**src/hw/ivc_pkg.sv**
```systemverilog
package ivc_pkg;

  // ------------------------------------------------------------------
  // sizes
  // ------------------------------------------------------------------
  localparam int NUM_SRC    = 78;
  localparam int NUM_TRAP   = 8;
  localparam int NUM_VEC    = 86;
  localparam int FLAG_WORDS = 5;
  localparam int PRIO_WORDS = 20;
  localparam int FLAG_BITS  = FLAG_WORDS * 16;
  localparam int PRIO_BITS  = PRIO_WORDS * 16;
  localparam int NUM_EXT    = 3;
  localparam int TABLE_ENTRIES = 126;

  // ------------------------------------------------------------------
  // apb byte offsets
  // ------------------------------------------------------------------
  localparam logic [11:0] CPU_STATUS_OFS = 12'h000;
  localparam logic [11:0] CORE_CTRL_OFS  = 12'h004;
  localparam logic [11:0] CTRL1_OFS      = 12'h008;
  localparam logic [11:0] CTRL2_OFS      = 12'h00C;
  localparam logic [11:0] PENDING_OFS    = 12'h010;
  localparam logic [11:0] FLAG_BASE      = 12'h040;
  localparam logic [11:0] ENABLE_BASE    = 12'h060;
  localparam logic [11:0] PRIO_BASE      = 12'h080;

  // ------------------------------------------------------------------
  // field positions
  // ------------------------------------------------------------------
  localparam int STATUS_LEVEL_LSB = 5;
  localparam int CORE_TOP_BIT     = 3;
  localparam int CTRL1_NEST_BIT   = 15;
  localparam int CTRL1_TRAP_LSB   = 1;
  localparam int CTRL2_ALT_BIT    = 15;
  localparam int CTRL2_EP_LSB     = 0;
  localparam int PEND_LEVEL_LSB   = 8;
  localparam int PRIO_FIELD_STEP  = 4;

  // ------------------------------------------------------------------
  // vector table layout
  // ------------------------------------------------------------------
  localparam logic [23:0] DEFAULT_TABLE_BASE = 24'h000004;
  localparam logic [23:0] ALT_TABLE_OFFSET   = 24'h000100;
  localparam logic [23:0] RESET_PC           = 24'h000000;
  localparam logic [6:0]  FIRST_USER_VEC     = 7'h08;
  localparam logic [3:0]  TRAP_LEVEL_TOP     = 4'hF;

  // trap vectors; trap flag order is osc, stack, address, math
  localparam logic [6:0] VEC_CLOCK_FAIL = 7'h01;
  localparam logic [6:0] VEC_ADDRESS    = 7'h02;
  localparam logic [6:0] VEC_STACK      = 7'h03;
  localparam logic [6:0] VEC_MATH       = 7'h04;

  // request numbers that exist; flag and enable bits of the rest read as zero
  localparam logic [FLAG_BITS-1:0] SRC_IMPL = 80'h2003_C200_0020_381F_3FEF;
  localparam logic [PRIO_BITS-1:0] PRIO_MASK = {PRIO_WORDS{16'h7777}};

  // external inputs feed these request numbers
  localparam int EXT0_SRC = 0;
  localparam int EXT1_SRC = 20;
  localparam int EXT2_SRC = 29;

  // ------------------------------------------------------------------
  // reset values
  // ------------------------------------------------------------------
  localparam logic [15:0] REG_RESET   = 16'h0000;
  localparam logic [2:0]  LEVEL_RESET = 3'h0;

endpackage

```
**src/hw/vectored_interrupt_controller.sv**
```systemverilog
`timescale 1ns/1ps
module vectored_interrupt_controller (
  // clock and reset
  input  wire logic                        clk,
  input  wire logic                        rst,
  input  wire logic                        ce,
  // apb slave
  input  wire logic [11:0]                 paddr,
  input  wire logic                        psel,
  input  wire logic                        penable,
  input  wire logic                        pwrite,
  input  wire logic [31:0]                 pwdata,
  output logic [31:0]                      prdata,
  output logic                             pready,
  output logic                             pslverr,
  // request sources
  input  wire logic [ivc_pkg::NUM_SRC-1:0] srcReq,
  input  wire logic [ivc_pkg::NUM_EXT-1:0] extPin,
  input  wire logic [3:0]                  trapEvt,
  // cpu side
  input  wire logic                        cpuAck,
  input  wire logic                        cpuReturn,
  input  wire logic [3:0]                  returnLevel,
  output logic                             irqReq,
  output logic [6:0]                       irqVector,
  output logic [3:0]                       irqLevel,
  output logic [23:0]                      vectorAddr,
  output logic [3:0]                       cpuLevel
);
  import ivc_pkg::*;

  // ------------------------------------------------------------------
  // helpers
  // ------------------------------------------------------------------
  function automatic logic hitRange(input logic [11:0] a, input logic [11:0] base,
                                    input int n);
    return (a >= base) && (a < 12'(base + 12'(4 * n))) && (a[1:0] == 2'b00);
  endfunction

  function automatic int wordIdx(input logic [11:0] a, input logic [11:0] base);
    return int'(12'(a - base) >> 2);
  endfunction

  function automatic logic [23:0] tableAddr(input logic [6:0] vec, input logic alt);
    logic [23:0] addr;
    addr = 24'(DEFAULT_TABLE_BASE + {16'h0000, vec, 1'b0});
    if (alt) begin
      addr = 24'(addr + ALT_TABLE_OFFSET);
    end
    return addr;
  endfunction

  // ------------------------------------------------------------------
  // state
  // ------------------------------------------------------------------
  logic [FLAG_BITS-1:0]  flagQ;
  logic [FLAG_BITS-1:0]  flagD;
  logic [FLAG_BITS-1:0]  enableQ;
  logic [PRIO_BITS-1:0]  prioQ;
  logic [3:0]            trapQ;
  logic                  nestDisQ;
  logic                  altSelQ;
  logic [NUM_EXT-1:0]    edgePolQ;
  logic [2:0]            levelLowQ;
  logic                  levelTopQ;
  logic                  irqReqQ;
  logic [6:0]            vecNumQ;
  logic [3:0]            newLevelQ;
  logic [23:0]           vectorAddrQ;
  logic [31:0]           prdataQ;
  logic                  pslverrQ;
  logic [NUM_EXT-1:0]    extMetaQ;
  logic [NUM_EXT-1:0]    extSyncQ;
  logic [NUM_EXT-1:0]    extPrevQ;
  logic [2:0]            extWarmQ;

  logic                  wrEn;
  logic                  setupRd;
  logic [NUM_EXT-1:0]    extEdge;
  logic [FLAG_BITS-1:0]  setVec;
  logic [3:0]            curLevel;
  logic [NUM_VEC-1:0]    pendVec;
  logic [NUM_VEC*4-1:0]  lvlVec;
  logic                  win;
  logic [6:0]            winVec;
  logic [3:0]            winLevel;
  logic [31:0]           rdData;
  logic                  mapped;

  assign wrEn     = ce && psel && penable && pwrite;
  assign setupRd  = ce && psel && !penable;
  assign curLevel = {levelTopQ, levelLowQ};

  // ------------------------------------------------------------------
  // external inputs
  // ------------------------------------------------------------------
  always_ff @(posedge clk) begin
    if (rst) begin
      extMetaQ <= '0;
      extSyncQ <= '0;
      extPrevQ <= '0;
      extWarmQ <= '0;
    end else if (ce) begin
      extMetaQ <= extPin;
      extSyncQ <= extMetaQ;
      extPrevQ <= extSyncQ;
      extWarmQ <= {extWarmQ[1:0], 1'b1};
    end
  end

  // rising or falling edge of the synchronised pin
  // a pin idling high would fake an edge after reset, so edges wait
  // until the chain is full; only an edge before the first sample after reset is lost
  assign extEdge = {NUM_EXT{extWarmQ[2]}} &
                   ((edgePolQ & extPrevQ & ~extSyncQ) |
                    (~edgePolQ & ~extPrevQ & extSyncQ));

  always_comb begin
    setVec           = {2'b00, srcReq};
    setVec[EXT0_SRC] = srcReq[EXT0_SRC] | extEdge[0];
    setVec[EXT1_SRC] = srcReq[EXT1_SRC] | extEdge[1];
    setVec[EXT2_SRC] = srcReq[EXT2_SRC] | extEdge[2];
  end

  // ------------------------------------------------------------------
  // request flags
  // ------------------------------------------------------------------
  // an event in the cycle of a software clear still lands
  always_comb begin
    flagD = flagQ;
    if (wrEn && hitRange(paddr, FLAG_BASE, FLAG_WORDS)) begin
      flagD[wordIdx(paddr, FLAG_BASE)*16 +: 16] = pwdata[15:0];
    end
    flagD = (flagD | setVec) & SRC_IMPL;
  end

  always_ff @(posedge clk) begin
    if (rst) begin
      flagQ <= '0;
    end else if (ce) begin
      flagQ <= flagD;
    end
  end

  // ------------------------------------------------------------------
  // enables and priorities
  // ------------------------------------------------------------------
  always_ff @(posedge clk) begin
    if (rst) begin
      enableQ <= '0;
    end else if (wrEn && hitRange(paddr, ENABLE_BASE, FLAG_WORDS)) begin
      enableQ[wordIdx(paddr, ENABLE_BASE)*16 +: 16] <=
        pwdata[15:0] & SRC_IMPL[wordIdx(paddr, ENABLE_BASE)*16 +: 16];
    end
  end

  always_ff @(posedge clk) begin
    if (rst) begin
      prioQ <= '0;
    end else if (wrEn && hitRange(paddr, PRIO_BASE, PRIO_WORDS)) begin
      prioQ[wordIdx(paddr, PRIO_BASE)*16 +: 16] <=
        pwdata[15:0] & PRIO_MASK[wordIdx(paddr, PRIO_BASE)*16 +: 16];
    end
  end

  // ------------------------------------------------------------------
  // control 1: nesting disable and trap status
  // ------------------------------------------------------------------
  always_ff @(posedge clk) begin
    if (rst) begin
      nestDisQ <= 1'b0;
    end else if (wrEn && paddr == CTRL1_OFS) begin
      nestDisQ <= pwdata[CTRL1_NEST_BIT];
    end
  end

  // trap bits: osc, stack, address, math; hardware set beats a clear
  always_ff @(posedge clk) begin
    if (rst) begin
      trapQ <= '0;
    end else if (ce) begin
      if (wrEn && paddr == CTRL1_OFS) begin
        trapQ <= pwdata[CTRL1_TRAP_LSB +: 4] | trapEvt;
      end else begin
        trapQ <= trapQ | trapEvt;
      end
    end
  end

  // ------------------------------------------------------------------
  // control 2: table select and edge polarity
  // ------------------------------------------------------------------
  always_ff @(posedge clk) begin
    if (rst) begin
      altSelQ  <= 1'b0;
      edgePolQ <= '0;
    end else if (wrEn && paddr == CTRL2_OFS) begin
      altSelQ  <= pwdata[CTRL2_ALT_BIT];
      edgePolQ <= pwdata[CTRL2_EP_LSB +: NUM_EXT];
    end
  end

  // ------------------------------------------------------------------
  // cpu priority level
  // ------------------------------------------------------------------
  // cpu entry and return load the level regardless of nesting lock
  always_ff @(posedge clk) begin
    if (rst) begin
      levelLowQ <= LEVEL_RESET;
    end else if (ce) begin
      if (cpuAck && irqReqQ) begin
        levelLowQ <= newLevelQ[2:0];
      end else if (cpuReturn) begin
        levelLowQ <= returnLevel[2:0];
      end else if (wrEn && paddr == CPU_STATUS_OFS && !nestDisQ) begin
        levelLowQ <= pwdata[STATUS_LEVEL_LSB +: 3];
      end
    end
  end

  // software may only clear the top bit, so traps cannot be masked
  always_ff @(posedge clk) begin
    if (rst) begin
      levelTopQ <= 1'b0;
    end else if (ce) begin
      if (cpuAck && irqReqQ) begin
        levelTopQ <= newLevelQ[3];
      end else if (cpuReturn) begin
        levelTopQ <= returnLevel[3];
      end else if (wrEn && paddr == CORE_CTRL_OFS && !pwdata[CORE_TOP_BIT]) begin
        levelTopQ <= 1'b0;
      end
    end
  end

  // ------------------------------------------------------------------
  // candidate build
  // ------------------------------------------------------------------
  always_comb begin
    pendVec = '0;
    lvlVec  = '0;
    // traps: no enable, fixed level from vector number
    pendVec[VEC_CLOCK_FAIL] = trapQ[0];
    pendVec[VEC_ADDRESS]    = trapQ[2];
    pendVec[VEC_STACK]      = trapQ[1];
    pendVec[VEC_MATH]       = trapQ[3];
    for (int t = 1; t < NUM_TRAP; t++) begin
      lvlVec[t*4 +: 4] = 4'(TRAP_LEVEL_TOP - 4'(t));
      pendVec[t]       = pendVec[t] && (4'(TRAP_LEVEL_TOP - 4'(t)) > curLevel);
    end
    for (int k = 0; k < NUM_SRC; k++) begin
      lvlVec[(k+NUM_TRAP)*4 +: 4] = {1'b0, prioQ[k*PRIO_FIELD_STEP +: 3]};
      pendVec[k+NUM_TRAP] = flagQ[k] && enableQ[k] && !levelTopQ &&
                            ({1'b0, prioQ[k*PRIO_FIELD_STEP +: 3]} > curLevel);
    end
  end

  ivc_resolve u_resolve (
    .pend     (pendVec),
    .lvl      (lvlVec),
    .win      (win),
    .winVec   (winVec),
    .winLevel (winLevel)
  );

  // ------------------------------------------------------------------
  // request to the cpu
  // ------------------------------------------------------------------
  // one register stage for every source keeps entry latency constant
  always_ff @(posedge clk) begin
    if (rst) begin
      irqReqQ     <= 1'b0;
      vecNumQ     <= 7'h00;
      newLevelQ   <= 4'h0;
      vectorAddrQ <= RESET_PC;
    end else if (ce) begin
      irqReqQ <= win;
      if (win) begin
        vecNumQ     <= winVec;
        newLevelQ   <= winLevel;
        vectorAddrQ <= tableAddr(winVec, altSelQ);
      end
    end
  end

  assign irqReq     = irqReqQ;
  assign irqVector  = vecNumQ;
  assign irqLevel   = newLevelQ;
  assign vectorAddr = vectorAddrQ;
  assign cpuLevel   = curLevel;

  // ------------------------------------------------------------------
  // apb read path
  // ------------------------------------------------------------------
  always_comb begin
    rdData = 32'h0000_0000;
    mapped = 1'b1;
    if (paddr == CPU_STATUS_OFS) begin
      rdData[STATUS_LEVEL_LSB +: 3] = levelLowQ;
    end else if (paddr == CORE_CTRL_OFS) begin
      rdData[CORE_TOP_BIT] = levelTopQ;
    end else if (paddr == CTRL1_OFS) begin
      rdData[CTRL1_NEST_BIT]      = nestDisQ;
      rdData[CTRL1_TRAP_LSB +: 4] = trapQ;
    end else if (paddr == CTRL2_OFS) begin
      rdData[CTRL2_ALT_BIT]          = altSelQ;
      rdData[CTRL2_EP_LSB +: NUM_EXT] = edgePolQ;
    end else if (paddr == PENDING_OFS) begin
      rdData[6:0]                = vecNumQ;
      rdData[PEND_LEVEL_LSB +: 4] = newLevelQ;
    end else if (hitRange(paddr, FLAG_BASE, FLAG_WORDS)) begin
      rdData[15:0] = flagQ[wordIdx(paddr, FLAG_BASE)*16 +: 16];
    end else if (hitRange(paddr, ENABLE_BASE, FLAG_WORDS)) begin
      rdData[15:0] = enableQ[wordIdx(paddr, ENABLE_BASE)*16 +: 16];
    end else if (hitRange(paddr, PRIO_BASE, PRIO_WORDS)) begin
      rdData[15:0] = prioQ[wordIdx(paddr, PRIO_BASE)*16 +: 16];
    end else begin
      mapped = 1'b0;
    end
  end

  // sampled in setup so read data and error come from flip-flops
  always_ff @(posedge clk) begin
    if (rst) begin
      prdataQ  <= 32'h0000_0000;
      pslverrQ <= 1'b0;
    end else if (setupRd) begin
      prdataQ  <= pwrite ? 32'h0000_0000 : rdData;
      pslverrQ <= !mapped;
    end
  end

  assign prdata  = prdataQ;
  assign pready  = 1'b1;
  assign pslverr = pslverrQ && psel && penable;
endmodule

```
**src/hw/ivc_resolve.sv**
```systemverilog
`timescale 1ns/1ps
module ivc_resolve (
  // candidates
  input  wire logic [ivc_pkg::NUM_VEC-1:0]   pend,
  input  wire logic [ivc_pkg::NUM_VEC*4-1:0] lvl,
  // winner
  output logic                               win,
  output logic [6:0]                         winVec,
  output logic [3:0]                         winLevel
);
  import ivc_pkg::*;

  // ------------------------------------------------------------------
  // level first, then natural order
  // ------------------------------------------------------------------
  // scanning downward with >= lets the lower vector take every tie
  always_comb begin
    win      = 1'b0;
    winVec   = 7'h00;
    winLevel = 4'h0;
    for (int v = NUM_VEC - 1; v >= 0; v--) begin
      if (pend[v] && (!win || lvl[v*4 +: 4] >= winLevel)) begin
        win      = 1'b1;
        winVec   = 7'(v);
        winLevel = lvl[v*4 +: 4];
      end
    end
  end

endmodule

```
**config.mk**
```make
export PLATFORM = sky130hd
export DESIGN_NAME = vectored_interrupt_controller
export DESIGN_NICKNAME = d
export VERILOG_FILES = /design/src/hw/ivc_pkg.sv /design/src/hw/vectored_interrupt_controller.sv /design/src/hw/ivc_resolve.sv
export SDC_FILE = /design/constraint.sdc
export NUM_CORES = 1
export LEC_CHECK = 0
export ABC_AREA = 0
export CAP_MARGIN = 15
export CORE_ASPECT_RATIO = 1.4
export CORE_MARGIN = 2
export CORE_UTILIZATION = 50
export CTS_BUF_LIST = sky130_fd_sc_hd__clkbuf_4 sky130_fd_sc_hd__clkbuf_8
export DETAILED_ROUTE_END_ITERATION = 10
export DONT_BUFFER_PORTS = 1
export GPL_TIMING_DRIVEN = 0
export SLEW_MARGIN = 20
export SYNTH_ARGS = -nofsm -noshare
export SYNTH_HDL_FRONTEND = slang
export SYNTH_SLANG_ARGS = --single-unit
```
**constraint.sdc**
```tcl
create_clock -name clk -period 45.7 [get_ports clk]
set_clock_uncertainty 0.2 [all_clocks]
set_input_delay 9.14 -clock clk [delete_from_list [all_inputs] [get_ports clk]]
set_output_delay 9.14 -clock clk [all_outputs]
set_load 0.05 [all_outputs]
```
==> out/results.ini, run 1 <==
[route]
drtPass1Iterations = 8
routed_wirelength_mm = 123
drc = 0
vias = 27900
via_per_inst = 6.64
drt-initial-drc-count = 3401
post_drt_wl_per_cell_um = 29.3
ant_nets = 0

[power_and_ir_drop]
swShare = 0.300
vdd_drop_max_v = 0.0000281
seqPwrFrac = 0.451
clkPwrFrac = 0.437
internal-power_w = 0.000575
power_frac_comb = 0.112
p_leak_nw = 10.5
switchingPower_w = 0.000247
power.density_nw_per_um2 = 28.4
total_power_w = 0.000822

[sta]
max_freq_mhz = 23.3
fin_setup_tns_ps = 0
min_period_ps = 42990
slew_viol_final = 0
relSlewSlack = 0.160
setup_viol = 0
rsz0062_at_grt = no
hold_viol_final = 0
period_share = 0.941
worst_pin_slew_ps = 1260

[yosys]
ys.warnings.count = 0
avgSynthCellArea_um2 = 7.90
synth_area_um2 = 26400
synth_edf_count = 0
synthArstFlopShare = 0
synthFlopType = dfxtp_1
yosysUniqueCellTypes = 114
ys_ff_latch = 410
seq_area_frac_synth = 0.311
synthCells = 3341

[floorplanning]
die_h_um = 276
die_area_um2 = 54700
ios = 215
core_um2 = 52100
num_rows = 99
start_util = 0.506
die_w_um = 198

[critical_path]
cpMaxStageDelayCell = dfxtp_2
path_common_cell = ha_1
critical_path_buf_inv_count = 12
start_kind = register
crit_type = register to register
critical_path.max_fanout = 28
critPathTopFamily = compound AO/OA/AOI/OAI gates
worst_ep_arrival_time_ps = 43410
cp_slowest_stage_delay_ps = 560
end_kind = register
crit_required_ps = 46120

[global_routing]
grt_usage = 0.443
first_global_vias = 26600
met2_usage = 0.692
antenna_found_initial = 8
grt_max_degree = 34
met1_usage = 0.487
grt-busiest-layer = met2
grt_remaining_overflow = 0
use_met3 = 0.115
grt_pass1_wl_mm = 174

[clocking]
htreeDepth = 3
cts_tree = built
insertion_delay_ps = 730
clk_path_buf_depth = 3
cts_buffers = 70
cts_sinks = 410
clockRootBuffer = clkbuf_8
path_clk_slew_ps = 70
post_cts_buffers = 0

[final_layout]
fin_nets = 3754
layout-drive-gt1-share = 0.0948
area_delta_synth_final_pct = 9.79

[placed_design]
place.gp.congestion = 1.07
hpwl_mm = 95.2
portBuffers = 0

[run]
drv_cap = 0

[status]
status = completed

[min_path]
min-delay-path-class = register to register

[synth_stat cells (19+ instances only)]
library cell | n | share of area
a21oi_1 | 433 | 0.082
nor2_1 | 414 | 0.059
dfxtp_1 | 410 | 0.31
nand2_1 | 313 | 0.044
nor3_1 | 235 | 0.045
clkbuf_1 | 199 | 0.028
ha_1 | 167 | 0.079
inv_1 | 109 | 0.015
nand3_1 | 91 | 0.017
o21ai_0 | 80 | 0.015
mux4_2 | 72 | 0.061
nand4_1 | 70 | 0.017
and2_1 | 68 | 0.016
a21o_1 | 52 | 0.015
mux2i_1 | 47 | 0.018
nand2b_1 | 39 | 0.0092
buf_4 | 34 | 0.0097
and3_1 | 33 | 0.0078
a211oi_1 | 32 | 0.0091
a22oi_1 | 28 | 0.0080
o21a_1 | 24 | 0.0068
nor4_1 | 20 | 0.0047
o211ai_1 | 20 | 0.0057
or2_2 | 20 | 0.0047
a32oi_1 | 19 | 0.0063
nor2b_1 | 19 | 0.0045
[tightest hold or removal path, cell delays in order (launching register included)]
cell	delay, ps
dfxtp_1	310
nand2_1	50
a21oi_1	50
[final timing paths]
check,from,to,slack (ps),depth (start not counted)
worst max-delay path,levelLowQ[2],vectorAddr[6],2710,191
worst min-delay path,enableQ[60],enableQ[60],260,2
worst max register to register,levelLowQ[2],vectorAddr[6],2710,191
worst min register to register,enableQ[60],enableQ[60],260,2
[what timing repair did]
| item | CTS | global route |
|---|---|---|
| hold buffers | 0 | 0 |
| resized for setup | 0 | 5 |
| setup endpoints to repair | 0 | 16 |
[flip-flops by register name, indices dropped and copies added (netlist names), 4 cells and up]
signal / flops
enableQ: 80
trapQ: 4
flagQ: 28
irqVector: 7
vectorAddr: 8
prioQ: 240
irqLevel: 4
prdata: 16
[placed cells by master, fill, tap and decap left out, drive strengths merged, types with 31 or more instances in the layout]
| cell | count |
|---|---|
| nor2 | 414 |
| buf | 48 |
| nor3 | 235 |
| a22oi | 31 |
| dfxtp | 410 |
| o21ai | 87 |
| and3 | 33 |
| mux2i | 47 |
| nand2 | 313 |
| ha | 167 |
| a21oi | 436 |
| nand3 | 92 |
| inv | 116 |
| nand4 | 70 |
| nand2b | 39 |
| clkbuf | 303 |
| and2 | 68 |
| mux4 | 72 |
| conb | 33 |
| a21o | 53 |
| a211oi | 38 |
[metrics by stage]
stage,hold slack (ps),util,cells,setup slack [ps],area [um2]
after floorplan,229,-,3372,7560,26500
after global placement,237,0.526,4079,2220,27400
after detailed placement,243,0.527,4081,2540,27500
after CTS,254,0.555,4200,2380,28900
after global routing,270,0.556,4201,6.35,29000
final,260,0.556,4205,2710,29000
[cell families (layout without fill, tap and decap cells)]
kind of cell,after synthesis,in the layout,share of synthesized area
adders and majority gates,169,169,0.0799
other,2,38,0.000284
and+or+nand+nor,1375,1375,0.245
buffers and inverters,358,479,0.0559
AOI/OAI and AO/OA,871,871,0.215
xor gates and xnor gates,23,23,0.00763
DFF,410,410,0.311
muxes,133,133,0.0853
[power groups by stage]
stage	Clock [W]	Combinational [W]	Sequential (W)
finish	0.000359	0.0000920	0.000371
global placement	0	0.0000858	0.000379
CTS	0.000358	0.0000880	0.000371
global route	0.000375	0.0000960	0.000371
detailed placement	0	0.0000877	0.000379
floorplan	0	0.0000585	0.000376
[final cells by class]
| type | count | area [um2] |
|---|---|---|
| antenna | 5 | 12.5 |
| buffer | 247 | 1070 |
| clock buffer | 102 | 1290 |
| clock inverter | 17 | 179 |
| fill | 5011 | 23200 |
| inverter | 111 | 417 |
| multi-input combinational | 2604 | 16900 |
| sequential | 410 | 8210 |
| tap | 707 | 885 |
| timing repair buffer | 2 | 40.0 |
[layer usage]
layer  wire length, um  up-vias
li1                  -    12300
met1             42400    13200
met2             53600     1791
met3             13200      649
met4             14200        2
met5                21        -
No activity file was read; power rests on OpenSTA's default activity.
==> inputs of run 2 (changes only) <==
- REMOVE_ABC_BUFFERS: not set -> 1
==> run 2 against run 1 <==
  * Flip-flop and latch count did not move
  * Worst setup slack better by 230 ps
  * Count of clock-buffer cells in the layout up 8
  * Sequential power about the same
  * Cell count decreased by 5.5%
  * Critical path depth up 2
  * Non-clock buffer count shrank 232
  * Cell area decreased by 2.3%
  * Routed wire length down 11%
  * Critical path type unchanged
  * Largest cell class unchanged
  * Highest routed layer unchanged
==> out/results.ini, run 2 (synthesis gave the netlist of run 1 again) <==
[status]
status = completed

[clocking]
clk_path_buf_depth = 3  ; unchanged
path_clk_slew_ps = 60  ; about the same
post_cts_buffers = 0  ; unchanged
cts_tree = built
clockRootBuffer = clkbuf_8
postCtsHoldBufs = 0  ; unchanged
insertion_delay_ps = 710  ; -20 ps
cts_buffers = 71  ; +1.4%
htreeDepth = 3  ; unchanged
cts_sinks = 410  ; unchanged
ctsResizeCount = 0  ; unchanged

[sta]
rsz0062_at_grt = no
setup_viol = 0  ; unchanged
min_period_ps = 42760  ; -228 ps
period_share = 0.936  ; -0.00499
fin_setup_tns_ps = 0  ; unchanged
hold_viol_final = 0  ; unchanged
max_freq_mhz = 23.4  ; +0.53%
fin_ws_ps = 2940  ; +228 ps
worst_pin_slew_ps = 1190  ; -65.6 ps
relSlewSlack = 0.201  ; +0.0418
slew_viol_final = 0  ; unchanged

[route]
post_drt_wl_per_cell_um = 27.5  ; -6.3%
vias = 26100  ; -6.6%
routed_wirelength_mm = 109  ; -11%
drc = 0  ; unchanged
via_per_inst = 6.57  ; -1.1%
ant_nets = 0  ; unchanged
drtPass1Iterations = 6  ; -2
drt-initial-drc-count = 2649  ; -22%

[global_routing]
grt_max_degree = 381  ; +1000%
met2_usage = 0.658  ; -0.0344
grt_pass1_wl_mm = 158  ; -9.2%
grt-busiest-layer = met2
use_met3 = 0.0938  ; -0.0217
grt_remaining_overflow = 0  ; unchanged
grt_usage = 0.393  ; -0.0501
first_global_vias = 24500  ; -7.8%
met1_usage = 0.435  ; -0.0521
antenna_found_initial = 5  ; -3

[min_path]
min-delay-path-class = register to register
hp-start = prioQ[132]

[final_layout]
final_common_cell = a21oi_1
final_cell_mix = a21oi_1, nor2_1, dfxtp_1, nand2_1, nor3_1
layout-drive-gt1-share = 0.100  ; +0.00545
area_delta_synth_final_pct = 7.22
fill_cells = 5018  ; +0.14%
top_register = prioQ
largest_reg_flops = 240  ; unchanged
reg_top3 = prioQ (240), enableQ (80), flagQ (28)
fin_nets = 3523  ; -6.2%

[critical_path]
crit_type = register to register
worst_ep_arrival_time_ps = 43160  ; -250 ps
critical_path.max_fanout = 25  ; -11%
r2r_setup_slack_ps = 2940  ; +230 ps
path_common_cell = ha_1
cpMaxStageDelayCell = dfxtp_2
cp_slowest_stage_delay_ps = 560  ; about the same
end_kind = register
start_kind = register
crit_required_ps = 46100  ; -20 ps
reg2reg_from = levelLowQ[1]
crit_path_start = levelLowQ[1]

[floorplanning]
ios = 215  ; unchanged
die_w_um = 198  ; unchanged
core_um2 = 52100  ; unchanged
die_area_um2 = 54700  ; unchanged
start_util = 0.506  ; unchanged
num_rows = 99  ; unchanged
die_h_um = 276  ; unchanged

[power_and_ir_drop]
power.density_nw_per_um2 = 28.5  ; +0.51%
p_leak_nw = 10.2  ; -2.8%
vdd_drop_max_v = 0.0000288  ; +2.4%

[placed_design]
portBuffers = 0  ; unchanged
place.gp.congestion = 0.964  ; -10%
hpwl_mm = 77.4  ; -19%
pre_cts_slack_ps = 2480  ; -58.1 ps

[run]
drv_cap = 0  ; unchanged

==> run 2: changes by cell type in the layout (fill, tap and decap cells not counted), moves of 4 or more <==
cell      previous run  this run
buf_1                7         0
clkbuf_2             4         0
nor3_2               3        12
clkbuf_8            84        91
nor2_1             414       407
buf_16               0         4
clkbuf_1           197         0
buf_4               34         5
clkinv_2             7         3
buf_2                5         0
nor3_1             232       223
nor2_2               0         6
==> run 2: worst paths after layout <==
check / end / depth (start not counted)
worst min register to register: prioQ[132] / 2
worst max register to register: vectorAddr[6] / 193
worst max-delay path: vectorAddr[6] / 193
worst min-delay path: prioQ[132] / 2
==> run 2: report_power, final <==
group          switching [W]  total [W]  internal [W]
clock network       0.000167   0.000369      0.000202
logic              0.0000455  0.0000663     0.0000208
registers          0.0000105   0.000372      0.000361
total               0.000223   0.000807      0.000584
==> run 2: critical path, delay by kind of cell (launching register included) <==
family	cells	cell delay, ps
buffers and inverters	9	1190
AOI/OAI and AO/OA	80	17580
and+or+nand+nor	68	12820
DFF	1	560
adders and majority gates	30	7990
muxes	6	2220
==> run 2: metrics by stage <==
stage          cell area [um2]  utilization  hold WS (ps)  total power (W)  instances
5_1_grt                  28300        0.543           266         0.000829       3971
6_report                 28300        0.543           252         0.000807       3972
3_5_place_dp             26700        0.512           243         0.000443       3847
3_3_place_gp             26400        0.505           236         0.000439       3832
4_1_cts                  28200        0.541           251         0.000806       3968
2_1_floorplan            25500            -           223         0.000420       3125
==> run 2: area by class of cell <==
cell class / instances / area, um2 / share of cell area
sequential: 410 / 8220 / 0.290
timing repair buffer: 17 / 267 / 0.00941
antenna: 2 / 5.00 / 0.000177
clock buffer: 110 / 1400 / 0.0493
clock inverter: 11 / 145 / 0.00513
tap: 707 / 885 / 0.0312
multi-input combinational: 2604 / 17000 / 0.600
inverter: 111 / 417 / 0.0147
==> run 2: metal layers <==
layer | wire length (um) | vias up
met2 | 50300 | 1266
li1 | - | 11800
met4 | 9620 | 6
met1 | 39400 | 12600
met5 | 45 | -
met3 | 9840 | 399
